--- config.mk ---
export PLATFORM = sky130hd
export DESIGN_NAME = hrcf_top
export DESIGN_NICKNAME = d
export VERILOG_FILES = /design/src/rtl/hrcf_pkg.sv /design/src/rtl/hrcf_flag_cell.sv /design/src/rtl/hrcf_top.sv
export SDC_FILE = /design/constraint.sdc
export NUM_CORES = 1
export LEC_CHECK = 0
export BUFFER_PORTS_ARGS = -buffer_cell sky130_fd_sc_hd__clkbuf_2
export CAP_MARGIN = 0
export CORE_ASPECT_RATIO = 2
export CORE_UTILIZATION = 40
export CTS_CLUSTER_DIAMETER = 120
export CTS_CLUSTER_SIZE = 12
export DETAILED_ROUTE_END_ITERATION = 12
export PLACE_DENSITY = 0.66
export SKIP_CTS_REPAIR_TIMING = 1
export SLEW_MARGIN = 25
export SYNTH_ARGS = -nofsm -noshare
export SYNTH_HDL_FRONTEND = slang
export SYNTH_HIERARCHICAL = 1
export SYNTH_SLANG_ARGS = --single-unit
--- constraint.sdc ---
create_clock -name aclk -period 3.8 [get_ports aclk]
set_clock_uncertainty 0.1 [all_clocks]
set_input_delay 0.19 -clock aclk [delete_from_list [all_inputs] [get_ports aclk]]
set_output_delay 0.19 -clock aclk [all_outputs]
set_load 0.05 [all_outputs]
--- src/rtl/hrcf_pkg.sv ---
// Constants and register map for the host run control and flag block.
package hrcf_pkg;
  // ==========================================================
  // Bus geometry
  localparam int AXI_AW = 8;
  localparam int AXI_DW = 32;
  localparam int FLAG_N = 8;
  localparam int FLAG_IW = 3;
  // ==========================================================
  // Register byte offsets
  localparam logic [AXI_AW-1:0] OFS_START = 8'h00;
  localparam logic [AXI_AW-1:0] OFS_RESET = 8'h04;
  localparam logic [AXI_AW-1:0] OFS_STATUS = 8'h08;
  localparam logic [AXI_AW-1:0] OFS_FLAG_CMD = 8'h0c;
  localparam logic [AXI_AW-1:0] OFS_FLAG_READ = 8'h10;
  localparam logic [AXI_AW-1:0] OFS_FLAG_ALL = 8'h14;
  localparam logic [AXI_AW-1:0] OFS_IRQ_STATUS = 8'h18;
  localparam logic [AXI_AW-1:0] OFS_IRQ_MASK = 8'h1c;
  // ==========================================================
  // Field positions
  localparam int RESET_BIT = 0;
  localparam int STATUS_RUN_BIT = 0;
  localparam int FLAG_SET_BIT = 8;
  localparam int FLAG_CLR_BIT = 9;
  localparam int IRQ_HALT_BIT = 0;
  localparam int IRQ_FLAG_BIT = 1;
  localparam int IRQ_N = 2;
  // ==========================================================
  // Reset values and responses
  localparam logic [IRQ_N-1:0] IRQ_MASK_RST = 2'h0;
  localparam logic [FLAG_N-1:0] FLAGS_RST = 8'h00;
  localparam logic [1:0] RESP_OKAY = 2'h0;
  localparam logic [1:0] RESP_DECERR = 2'h3;
endpackage

--- src/rtl/hrcf_flag_cell.sv ---
// One communication flag bit with host and processor write ports.
module hrcf_flag_cell
  import hrcf_pkg::*;
(
  input  wire logic aclk,
  input  wire logic aresetn,
  input  wire logic host_set,
  input  wire logic host_clr,
  input  wire logic iop_wr,
  input  wire logic iop_val,
  output logic      q
);
  // ==========================================================
  // Host write is checked first so a collision resolves its way.
  wire logic next_q = host_set ? 1'b1 :
                      host_clr ? 1'b0 :
                      iop_wr   ? iop_val : q;

  always_ff @(posedge aclk) begin
    if (!aresetn) begin
      q <= 1'b0;
    end else begin
      q <= next_q;
    end
  end
endmodule

--- src/rtl/hrcf_top.sv ---
// Run control, interrupt pending and shared flags behind an AXI4-Lite slave.
module hrcf_top
  import hrcf_pkg::*;
#(
  parameter int PC_W  = 16,
  parameter int INT_N = 8
)(
  input  wire logic              aclk,
  input  wire logic              aresetn,
  input  wire logic [AXI_AW-1:0] s_axi_awaddr,
  input  wire logic              s_axi_awvalid,
  output logic                   s_axi_awready,
  input  wire logic [AXI_DW-1:0] s_axi_wdata,
  input  wire logic [3:0]        s_axi_wstrb,
  input  wire logic              s_axi_wvalid,
  output logic                   s_axi_wready,
  output logic [1:0]             s_axi_bresp,
  output logic                   s_axi_bvalid,
  input  wire logic              s_axi_bready,
  input  wire logic [AXI_AW-1:0] s_axi_araddr,
  input  wire logic              s_axi_arvalid,
  output logic                   s_axi_arready,
  output logic [AXI_DW-1:0]      s_axi_rdata,
  output logic [1:0]             s_axi_rresp,
  output logic                   s_axi_rvalid,
  input  wire logic              s_axi_rready,
  output logic                   irq,
  output logic                   iop_run,
  output logic                   iop_start,
  output logic [PC_W-1:0]        iop_start_addr,
  output logic                   iop_reset,
  output logic                   periph_reset,
  input  wire logic              iop_halt,
  input  wire logic [INT_N-1:0]  iop_int_req,
  input  wire logic [INT_N-1:0]  iop_int_clr,
  output logic [INT_N-1:0]       iop_int_pend,
  input  wire logic              iop_flag_wr,
  input  wire logic [FLAG_IW-1:0] iop_flag_idx,
  input  wire logic              iop_flag_val,
  output logic [FLAG_N-1:0]      iop_flags
);
  // ==========================================================
  // Write channel capture
  logic              aw_got;
  logic              w_got;
  logic [AXI_AW-1:0] awaddr_q;
  logic [AXI_DW-1:0] wdata_q;
  logic [3:0]        wstrb_q;
  logic [IRQ_N-1:0]  irq_status;
  logic [IRQ_N-1:0]  irq_mask;
  logic [FLAG_IW-1:0] flag_sel;

  wire logic aw_hs = s_axi_awvalid & s_axi_awready;
  wire logic w_hs = s_axi_wvalid & s_axi_wready;
  wire logic do_wr = aw_got & w_got & ~s_axi_bvalid;

  wire logic [AXI_DW-1:0] wmask = {{8{wstrb_q[3]}}, {8{wstrb_q[2]}}, {8{wstrb_q[1]}}, {8{wstrb_q[0]}}};
  wire logic [AXI_DW-1:0] wd = wdata_q & wmask;

  wire logic wr_start = do_wr && (awaddr_q == OFS_START);
  wire logic wr_reset = do_wr && (awaddr_q == OFS_RESET);
  wire logic wr_fcmd = do_wr && (awaddr_q == OFS_FLAG_CMD);
  wire logic wr_fsel = do_wr && (awaddr_q == OFS_FLAG_READ);
  wire logic wr_mask = do_wr && (awaddr_q == OFS_IRQ_MASK);
  wire logic wr_hit = wr_start | wr_reset | wr_fcmd | wr_fsel | wr_mask;

  // Writes to read-only offsets still answer OKAY; only holes decode-error.
  wire logic wr_mapped = wr_hit || (awaddr_q == OFS_STATUS) || (awaddr_q == OFS_FLAG_ALL) ||
                         (awaddr_q == OFS_IRQ_STATUS);

  always_ff @(posedge aclk) begin
    if (!aresetn) begin
      aw_got <= 1'b0;
      awaddr_q <= '0;
      s_axi_awready <= 1'b1;
    end else if (aw_hs) begin
      aw_got <= 1'b1;
      awaddr_q <= s_axi_awaddr;
      s_axi_awready <= 1'b0;
    end else if (do_wr) begin
      aw_got <= 1'b0;
    end else if (s_axi_bvalid && s_axi_bready) begin
      s_axi_awready <= 1'b1;
    end
  end

  always_ff @(posedge aclk) begin
    if (!aresetn) begin
      w_got <= 1'b0;
      wdata_q <= '0;
      wstrb_q <= 4'h0;
      s_axi_wready <= 1'b1;
    end else if (w_hs) begin
      w_got <= 1'b1;
      wdata_q <= s_axi_wdata;
      wstrb_q <= s_axi_wstrb;
      s_axi_wready <= 1'b0;
    end else if (do_wr) begin
      w_got <= 1'b0;
    end else if (s_axi_bvalid && s_axi_bready) begin
      s_axi_wready <= 1'b1;
    end
  end

  always_ff @(posedge aclk) begin
    if (!aresetn) begin
      s_axi_bvalid <= 1'b0;
      s_axi_bresp <= RESP_OKAY;
    end else if (do_wr) begin
      s_axi_bvalid <= 1'b1;
      s_axi_bresp <= wr_mapped ? RESP_OKAY : RESP_DECERR;
    end else if (s_axi_bready) begin
      s_axi_bvalid <= 1'b0;
    end
  end

  // ==========================================================
  // Run control
  wire logic start_cmd = wr_start && (wstrb_q != 4'h0);
  wire logic reset_cmd = wr_reset && wd[RESET_BIT];
  wire logic next_run = reset_cmd ? 1'b0 :
                        start_cmd ? 1'b1 :
                        iop_halt  ? 1'b0 : iop_run;
  wire logic halt_evt = iop_run & ~next_run;

  always_ff @(posedge aclk) begin
    if (!aresetn) begin
      iop_run <= 1'b0;
      iop_start <= 1'b0;
      iop_start_addr <= '0;
      iop_reset <= 1'b0;
      periph_reset <= 1'b0;
    end else begin
      iop_run <= next_run;
      iop_start <= start_cmd & ~reset_cmd;
      if (start_cmd) begin
        iop_start_addr <= wd[PC_W-1:0];
      end
      iop_reset <= reset_cmd;
      periph_reset <= reset_cmd;
    end
  end

  // ==========================================================
  // Processor interrupt pending: a new request beats a core clear,
  // but the host reset command wipes everything.
  always_ff @(posedge aclk) begin
    if (!aresetn || reset_cmd) begin
      iop_int_pend <= '0;
    end else begin
      iop_int_pend <= (iop_int_pend & ~iop_int_clr) | iop_int_req;
    end
  end

  // ==========================================================
  // Communication flags
  wire logic host_set_cmd = wr_fcmd && wd[FLAG_SET_BIT];
  wire logic host_clr_cmd = wr_fcmd && wd[FLAG_CLR_BIT] && !wd[FLAG_SET_BIT];
  wire logic [FLAG_IW-1:0] host_idx = wd[FLAG_IW-1:0];

  genvar gi;
  generate
    for (gi = 0; gi < FLAG_N; gi++) begin : g_flag
      hrcf_flag_cell u_cell (
        .aclk     (aclk),
        .aresetn  (aresetn),
        .host_set (host_set_cmd && (host_idx == FLAG_IW'(gi))),
        .host_clr (host_clr_cmd && (host_idx == FLAG_IW'(gi))),
        .iop_wr   (iop_flag_wr && (iop_flag_idx == FLAG_IW'(gi))),
        .iop_val  (iop_flag_val),
        .q        (iop_flags[gi])
      );
    end
  endgenerate

  always_ff @(posedge aclk) begin
    if (!aresetn) begin
      flag_sel <= '0;
    end else if (wr_fsel) begin
      flag_sel <= wd[FLAG_IW-1:0];
    end
  end

  // ==========================================================
  // Host interrupts: halt and processor flag write events.
  wire logic ar_hs = s_axi_arvalid & s_axi_arready;
  wire logic rd_irq = ar_hs && (s_axi_araddr == OFS_IRQ_STATUS);
  wire logic [IRQ_N-1:0] irq_evt = {iop_flag_wr, halt_evt};
  // Set wins over the read clear so an event in the read cycle survives.
  wire logic [IRQ_N-1:0] next_irq_status = (rd_irq ? '0 : irq_status) | irq_evt;

  always_ff @(posedge aclk) begin
    if (!aresetn) begin
      irq_status <= '0;
      irq_mask <= IRQ_MASK_RST;
      irq <= 1'b0;
    end else begin
      irq_status <= next_irq_status;
      if (wr_mask) begin
        irq_mask <= wd[IRQ_N-1:0];
      end
      irq <= |(next_irq_status & (wr_mask ? wd[IRQ_N-1:0] : irq_mask));
    end
  end

  // ==========================================================
  // Read channel
  wire logic [AXI_DW-1:0] rd_status = {{(AXI_DW-1){1'b0}}, iop_run};
  wire logic [AXI_DW-1:0] rd_flag = {{(AXI_DW-1){1'b0}}, iop_flags[flag_sel]};
  wire logic [AXI_DW-1:0] rd_all = {{(AXI_DW-FLAG_N){1'b0}}, iop_flags};
  wire logic [AXI_DW-1:0] rd_irqs = {{(AXI_DW-IRQ_N){1'b0}}, irq_status};
  wire logic [AXI_DW-1:0] rd_mask = {{(AXI_DW-IRQ_N){1'b0}}, irq_mask};
  wire logic [AXI_DW-1:0] rd_start = {{(AXI_DW-PC_W){1'b0}}, iop_start_addr};

  wire logic rd_hit = (s_axi_araddr == OFS_START) || (s_axi_araddr == OFS_RESET) ||
                      (s_axi_araddr == OFS_STATUS) || (s_axi_araddr == OFS_FLAG_CMD) ||
                      (s_axi_araddr == OFS_FLAG_READ) || (s_axi_araddr == OFS_FLAG_ALL) ||
                      (s_axi_araddr == OFS_IRQ_STATUS) || (s_axi_araddr == OFS_IRQ_MASK);

  wire logic [AXI_DW-1:0] rd_mux =
    (s_axi_araddr == OFS_START)      ? rd_start :
    (s_axi_araddr == OFS_STATUS)     ? rd_status :
    (s_axi_araddr == OFS_FLAG_READ)  ? rd_flag :
    (s_axi_araddr == OFS_FLAG_ALL)   ? rd_all :
    (s_axi_araddr == OFS_IRQ_STATUS) ? rd_irqs :
    (s_axi_araddr == OFS_IRQ_MASK)   ? rd_mask : '0;

  always_ff @(posedge aclk) begin
    if (!aresetn) begin
      s_axi_arready <= 1'b1;
      s_axi_rvalid <= 1'b0;
      s_axi_rdata <= '0;
      s_axi_rresp <= RESP_OKAY;
    end else if (ar_hs) begin
      s_axi_arready <= 1'b0;
      s_axi_rvalid <= 1'b1;
      s_axi_rdata <= rd_mux;
      s_axi_rresp <= rd_hit ? RESP_OKAY : RESP_DECERR;
    end else if (s_axi_rvalid && s_axi_rready) begin
      s_axi_rvalid <= 1'b0;
      s_axi_arready <= 1'b1;
    end
  end
endmodule

## Word level (Yosys, flattened, before mapping)

Index checks and enable logic that the tools add are counted.

| word-level totals | value |
|---|---|
| bits in registers | 114 |
| input bits | 81 |
| output and inout bits | 78 |
| word-level logic and storage cells | 205 |

| cells by class | value |
|---|---|
| magnitude comparators | 1 |
| eq/ne operators | 30 |
| multiplexer cells | 52 |
| bitwise gates (word level) | 20 |
| reduce and logical (&&, ||, !) cells | 72 |

Operators with widths:

| operator | number |
|---|---|
| $eq A8 B5 Y1 const B | 8 |
| $mux W1 | 41 |
| $logic_and A1 B1 Y1 | 37 |
| $eq A8 B4 Y1 const B | 4 |
| $eq A3 B3 Y1 const B | 8 |
| $mux W8 | 3 |
| $reduce_bool A3 Y1 | 8 |
| $and A16 B16 Y16 | 1 |
| $eq A8 B3 Y1 const B | 2 |
| $logic_not A8 Y1 | 2 |
| $mux W16 | 1 |
| $eq A3 B2 Y1 const B | 4 |
| $mux W2 | 6 |
| $reduce_bool A2 Y1 | 6 |
| $logic_or A1 B1 Y1 | 11 |
| $and A8 B8 Y8 | 1 |
| $not A8 Y8 | 1 |
| $or A8 B8 Y8 | 1 |
| $and A1 B1 Y1 | 7 |
| $eq A3 B1 Y1 const B | 2 |
| $logic_not A3 Y1 | 2 |
| $lt A3 B4 Y1 const B | 1 |
| $ne A2 B2 Y1 const B | 2 |
| $or A1 B1 Y1 | 4 |
| 8 further kinds | 12 |

## Depth between registers and ports, before layout

| logic depth | value |
|---|---|
| depth after elaboration | 11 |
| mapped depth | 7 |
| depth with buffers taken out | 7 |

## By module

Netlist, hierarchy kept.

By module, submodules not included:

| module | times used | cells an instance | area each (um^2) |
|---|---|---|---|
| hrcf_top | 1 | 475 | 3991.3 |
| hrcf_flag_cell | 8 | 5 | 45.0 |

## Worst setup path after synthesis

Ideal clock, no wire load.

| path | value |
|---|---|
| path kind | register -> register |
| start point | reg s_axi_bvalid |
| end point | reg g_flag[5].u_cell.q |
| setup time | 0.119 ns |
| arrival time | 1.764 ns |
| setup slack | 1.817 ns |
| stages on the path, launching flop included | 8 |
| buffers on the path | 0 |
| period minus slack after synthesis | 1.983 ns |
| path through | dfxtp_1 nand3b_1 nor3b_4 and3_4 nand3b_4 nor4_1 nand2b_1 o21ai_1 |

| between the ends | value |
|---|---|
| cells in the longest elaborated chain, start to end | 8 |
| elaborated cells between the ends (all ways) | 11 |
| classes of those cells | mux (2); bitwise (2); reduce/logical (7) |

RTL lines:

| item | line | text |
|---|---|---|
| start, declared | hrcf_top.sv:18 | `output logic s_axi_bvalid,` |
| start signal, assigned | hrcf_top.sv:107 | `s_axi_bvalid <= 1'b0;` |
| start signal, assigned | hrcf_top.sv:110 | `s_axi_bvalid <= 1'b1;` |
| start signal, assigned | hrcf_top.sv:113 | `s_axi_bvalid <= 1'b0;` |
| $not A1 Y1 (*) | hrcf_top.sv:55 | `wire logic do_wr = aw_got & w_got & ~s_axi_bvalid;` |
| $and A1 B1 Y1 (*) | hrcf_top.sv:55 |  |
| $logic_and A1 B1 Y1 (*) | hrcf_top.sv:62 | `wire logic wr_fcmd = do_wr && (awaddr_q == OFS_FLAG_CMD);` |
| $logic_and A1 B1 Y1 (2 in series) | hrcf_top.sv:158 | `wire logic host_clr_cmd = wr_fcmd && wd[FLAG_CLR_BIT] && !wd[FLAG_SET_BIT];` |
| $logic_and A1 B1 Y1 | hrcf_top.sv:168 | `.host_clr (host_clr_cmd && (host_idx == FLAG_IW'(gi))),` |
| $mux W1 | hrcf_flag_cell.sv:16 | `host_clr ? 1'b0 :` |
| $mux W1 | hrcf_flag_cell.sv:15 | `wire logic next_q = host_set ? 1'b1 :` |
| end signal, assigned | hrcf_flag_cell.sv:23 | `q <= next_q;` |
| end, declared | hrcf_flag_cell.sv:11 | `output logic q` |

Every way passes the cells marked *; elsewhere a longest branch is shown, timed or not.
A chain may end at the register's enable or synchronous reset.

## Final worst setup path

| path | value |
|---|---|
| start point | reg wstrb_q[0] |
| end point | reg iop_int_pend[5] |

| between the ends | value |
|---|---|
| cells in the longest elaborated chain, start to end | 3 |

RTL lines:

| item | line | text |
|---|---|---|
| start, declared | hrcf_top.sv:48 | `logic [3:0] wstrb_q;` |
| start signal, assigned | hrcf_top.sv:96 | `wstrb_q <= s_axi_wstrb;` |
| $and A16 B16 Y16 | hrcf_top.sv:58 | `wire logic [AXI_DW-1:0] wd = wdata_q & wmask;` |
| $logic_and A1 B1 Y1 | hrcf_top.sv:120 | `wire logic reset_cmd = wr_reset && wd[RESET_BIT];` |
| $logic_or A1 B1 Y1 | hrcf_top.sv:148 | `if (!aresetn \|\| reset_cmd) begin` |
| end signal, assigned | hrcf_top.sv:151 | `iop_int_pend <= (iop_int_pend & ~iop_int_clr) \| iop_int_req;` |
| end, declared | hrcf_top.sv:36 | `output logic [INT_N-1:0] iop_int_pend,` |

Every way passes these cells.

==> results.py <==
metrics = {
    "run_status": {
        "outcome": "finished, violations left",
        "violations": "hold timing",
    },
    "layout": {
        "seqCellArea_um2": 1922,
        "area_growth_pct": 24.21,
        "utilization": 0.5126,
        "stdcell_count": 777,
        "num_antenna_cells": 0,
        "multi_input_comb_area_um2": 2182,
        "nNetsFinal": 716,
        "fillCellCount": 1006,
        "drive_above_1_share": 0.2469,
    },
    "setup_path": {
        "cp.buffers_inverters": 0,
        "worst-setup-path-type": "flop to flop",
        "required_ps": 3920,
        "crit_chain": "nand2_1 -> nor4b_1 -> nand2_1 -> nand2_1 -> nor2_1",
        "crit_family": "simple AND/OR/NAND/NOR gates",
        "crit_slowest_cell": "dfxtp_1",
        "crit_top_cell": "nand2_1",
        "critPathMaxStageDelay_ps": 610,
        "cp-start-kind": "flop",
        "r2r_slack_ps": 1700,
        "r2r-end": "iop_int_pend[5]",
        "r2r_cells": 5,
        "arrival_ps": 2220,
        "setup.worst_path.end_class": "flop",
        "r2r-start": "wstrb_q[0]",
        "path_max_fanout": 14,
    },
    "timing": {
        "clock.fmax_ghz": 0.4759,
        "tns_ps": 0,
        "relSlewSlack": 0.3675,
        "period_minus_slack_ps": 2101,
        "tightest_slew_ps": 948.8,
        "rsz0062_at_grt": "false",
        "hold_viol": 15,
        "fin_crit_sh": 0.5530,
        "finalSetupViolCount": 0,
        "holdWs_ps": -19.28,
        "slew_violations": 0,
    },
    "placement": {
        "gp_congestion": 0.7946,
        "dp_cells": 749,
        "place_hpwl_mm": 8.199,
        "io_buffers": 126,
    },
    "die": {
        "design.core.area_um2": 10540,
        "die_x_um": 75.76,
        "die-area_um2": 11330,
        "die_h_um": 149.5,
        "start_util": 0.4127,
        "io-pin-count": 159,
        "core.rowCount": 53,
    },
    "synthesis": {
        "synth_flop_cell": "dfxtp_1",
        "synth_seq_cells": 96,
        "syn_area_um2": 4352,
        "avgSynthCellArea_um2": 8.450,
        "async_flop_share": 0,
        "synth_seq_area_share": 0.4416,
        "synth_cell_types": 54,
        "synth-edff-count": 0,
        "synth_warnings": 6,
        "synthCells": 515,
    },
    "clocking": {
        "tritoncts": "yes",
        "cts_made_buffers": 9,
        "cts_sinks": 96,
        "clockRootBuffer": "clkbuf_16",
        "clkLatencyLatePin_ps": 340,
        "clk_pin_slew_ps": 60,
        "htreeDepth": 3,
        "clockBufferDepth": 2,
    },
    "grt": {
        "grt_pass1_wl_mm": 16.73,
        "antenna_found_initial": 0,
        "overflow": 0,
        "grt_pass1_vias": 3551,
        "grt_max_degree": 60,
        "track_usage": 0.1962,
    },
    "drt": {
        "ant_nets": 0,
        "routedWlPerCell_um": 13.76,
        "drt-total-wl_mm": 10.69,
        "drt_iter0_drc": 152,
        "drcViolationCount": 0,
        "vias": 3864,
        "firstDrtPassIters": 4,
        "vias_per_cell": 4.973,
    },
    "power": {
        "power_per_cell_area_nw_per_um2": 425.1,
        "power.leakage_nw": 2.243,
        "ir_worst_vdd_v": 0.0002372,
        "total_power_mw": 2.298,
    },
    "min_path": {
        "hold_end": "wstrb_q[2]",
        "hold_class": "input port to flop",
        "min_from": "s_axi_wstrb[2]",
        "whs_path_depth": 3,
    },
    "job": {
        "maxCapViolCount": 0,
    },
}
[cell usage after synthesis, types with 2 or more instances]
cell | count | area share
a21oi_1 | 16 | 0.018
and2_1 | 15 | 0.022
nor4_1 | 9 | 0.013
mux2_2 | 2 | 0.0052
buf_4 | 22 | 0.038
nand2_1 | 102 | 0.088
nor2b_1 | 13 | 0.019
nand3_1 | 22 | 0.025
a32oi_1 | 2 | 0.0040
clkbuf_1 | 21 | 0.018
dfxtp_1 | 96 | 0.44
a31oi_1 | 3 | 0.0043
nand2b_1 | 15 | 0.022
or4_1 | 2 | 0.0034
a21boi_0 | 41 | 0.071
nand3b_1 | 2 | 0.0034
o21ai_1 | 9 | 0.010
nand4_1 | 4 | 0.0057
a22oi_1 | 15 | 0.026
o31ai_1 | 6 | 0.010
a21boi_1 | 3 | 0.0052
nor2_1 | 24 | 0.021
o21ai_0 | 12 | 0.014
nor3_1 | 7 | 0.0080
inv_1 | 12 | 0.010
mux2i_1 | 9 | 0.021
and4bb_2 | 2 | 0.0057
nor4_4 | 2 | 0.0098
buf_2 | 2 | 0.0023
[state kept, by name (all words and copies together), names as in the netlist, 2 cells and up]
name and cells:
g_flag.u_cell/q 8, irq_status 2, s_axi_rdata 16, wstrb_q 4, flag_sel 3, awaddr_q 8
iop_int_pend 8, iop_start_addr 16, irq_mask 2, wdata_q 16
[worst max-delay path by stage]
stage	from	endpoint	slack, ps	depth (start not counted)
after CTS	wstrb_q[0]	iop_int_pend[5]	1670	5
after global placement	wstrb_q[0]	iop_int_pend[1]	1720	5
after detailed placement	wstrb_q[0]	iop_int_pend[5]	1670	5
final	wstrb_q[0]	iop_int_pend[5]	1700	5
after floorplan	s_axi_bvalid	g_flag[5].u_cell/q	1820	7
after global routing	wstrb_q[0]	iop_int_pend[3]	1380	5
[cells by family (layout without fill, tap and decap cells)]
| logic type | after synthesis | after routing | synth area share |
|---|---|---|---|
| muxes | 12 | 12 | 0.03105 |
| and+or+nand+nor | 234 | 234 | 0.2795 |
| DFF | 96 | 96 | 0.4416 |
| other | 1 | 16 | 0.0008617 |
| buffers and inverters | 58 | 168 | 0.06987 |
| AOI/OAI and AO/OA | 114 | 114 | 0.1771 |
[metal layers]
metal / part of all wire / global-route usage
met2: 0.54 / 0.3491
met5: 0 / 0
met4: 0.028 / 0.1019
met3: 0.044 / 0.03973
met1: 0.38 / 0.2077
[cells in the final DEF, fill, tap and decap left out, types with 15 or more instances in the layout]
cell / synthesis / routed
a21oi_1: 16 / 16
conb_1: 1 / 16
dfxtp_1: 96 / 96
a21boi_0: 41 / 41
a22oi_1: 15 / 15
nand2_1: 102 / 102
and2_1: 15 / 16
nand3_1: 22 / 22
nor2_1: 24 / 24
clkbuf_2: 1 / 126
nand2b_1: 15 / 15
[tightest hold or removal path, cell delays in order]
cell	delay, ps
clkbuf_2	80
nand2_1	40
a21boi_0	60
[report_power, final]
group | internal (mW) | leakage, nW | total [mW] | switching (mW)
sequential | 1.04 | 0.783 | 1.08 | 0.0346
combinational | 0.0887 | 1.30 | 0.276 | 0.187
clock | 0.581 | 0.159 | 0.946 | 0.366
[cell type report]
class,instances,area share
Timing Repair Buffer,140,0.1417
Tap cell,137,0.03171
Sequential cell,96,0.3556
Inverter,12,0.008333
Multi-Input combinational cell,376,0.4037
Clock inverter,2,0.006481
Clock buffer,14,0.05255
[per-stage QoR]
step / worst slack (ps) / hold slack (ps) / instance area, µm²
after CTS: 1667 / -53.63 / 5285
after global routing: 1381 / 1.868 / 5405
final: 1699 / -19.28 / 5405
after global placement: 1720 / 296.4 / 4966
after detailed placement: 1672 / 305.0 / 4966
after floorplan: 1817 / 207.4 / 4408
Note: power is estimated with default switching activity, not from simulation.
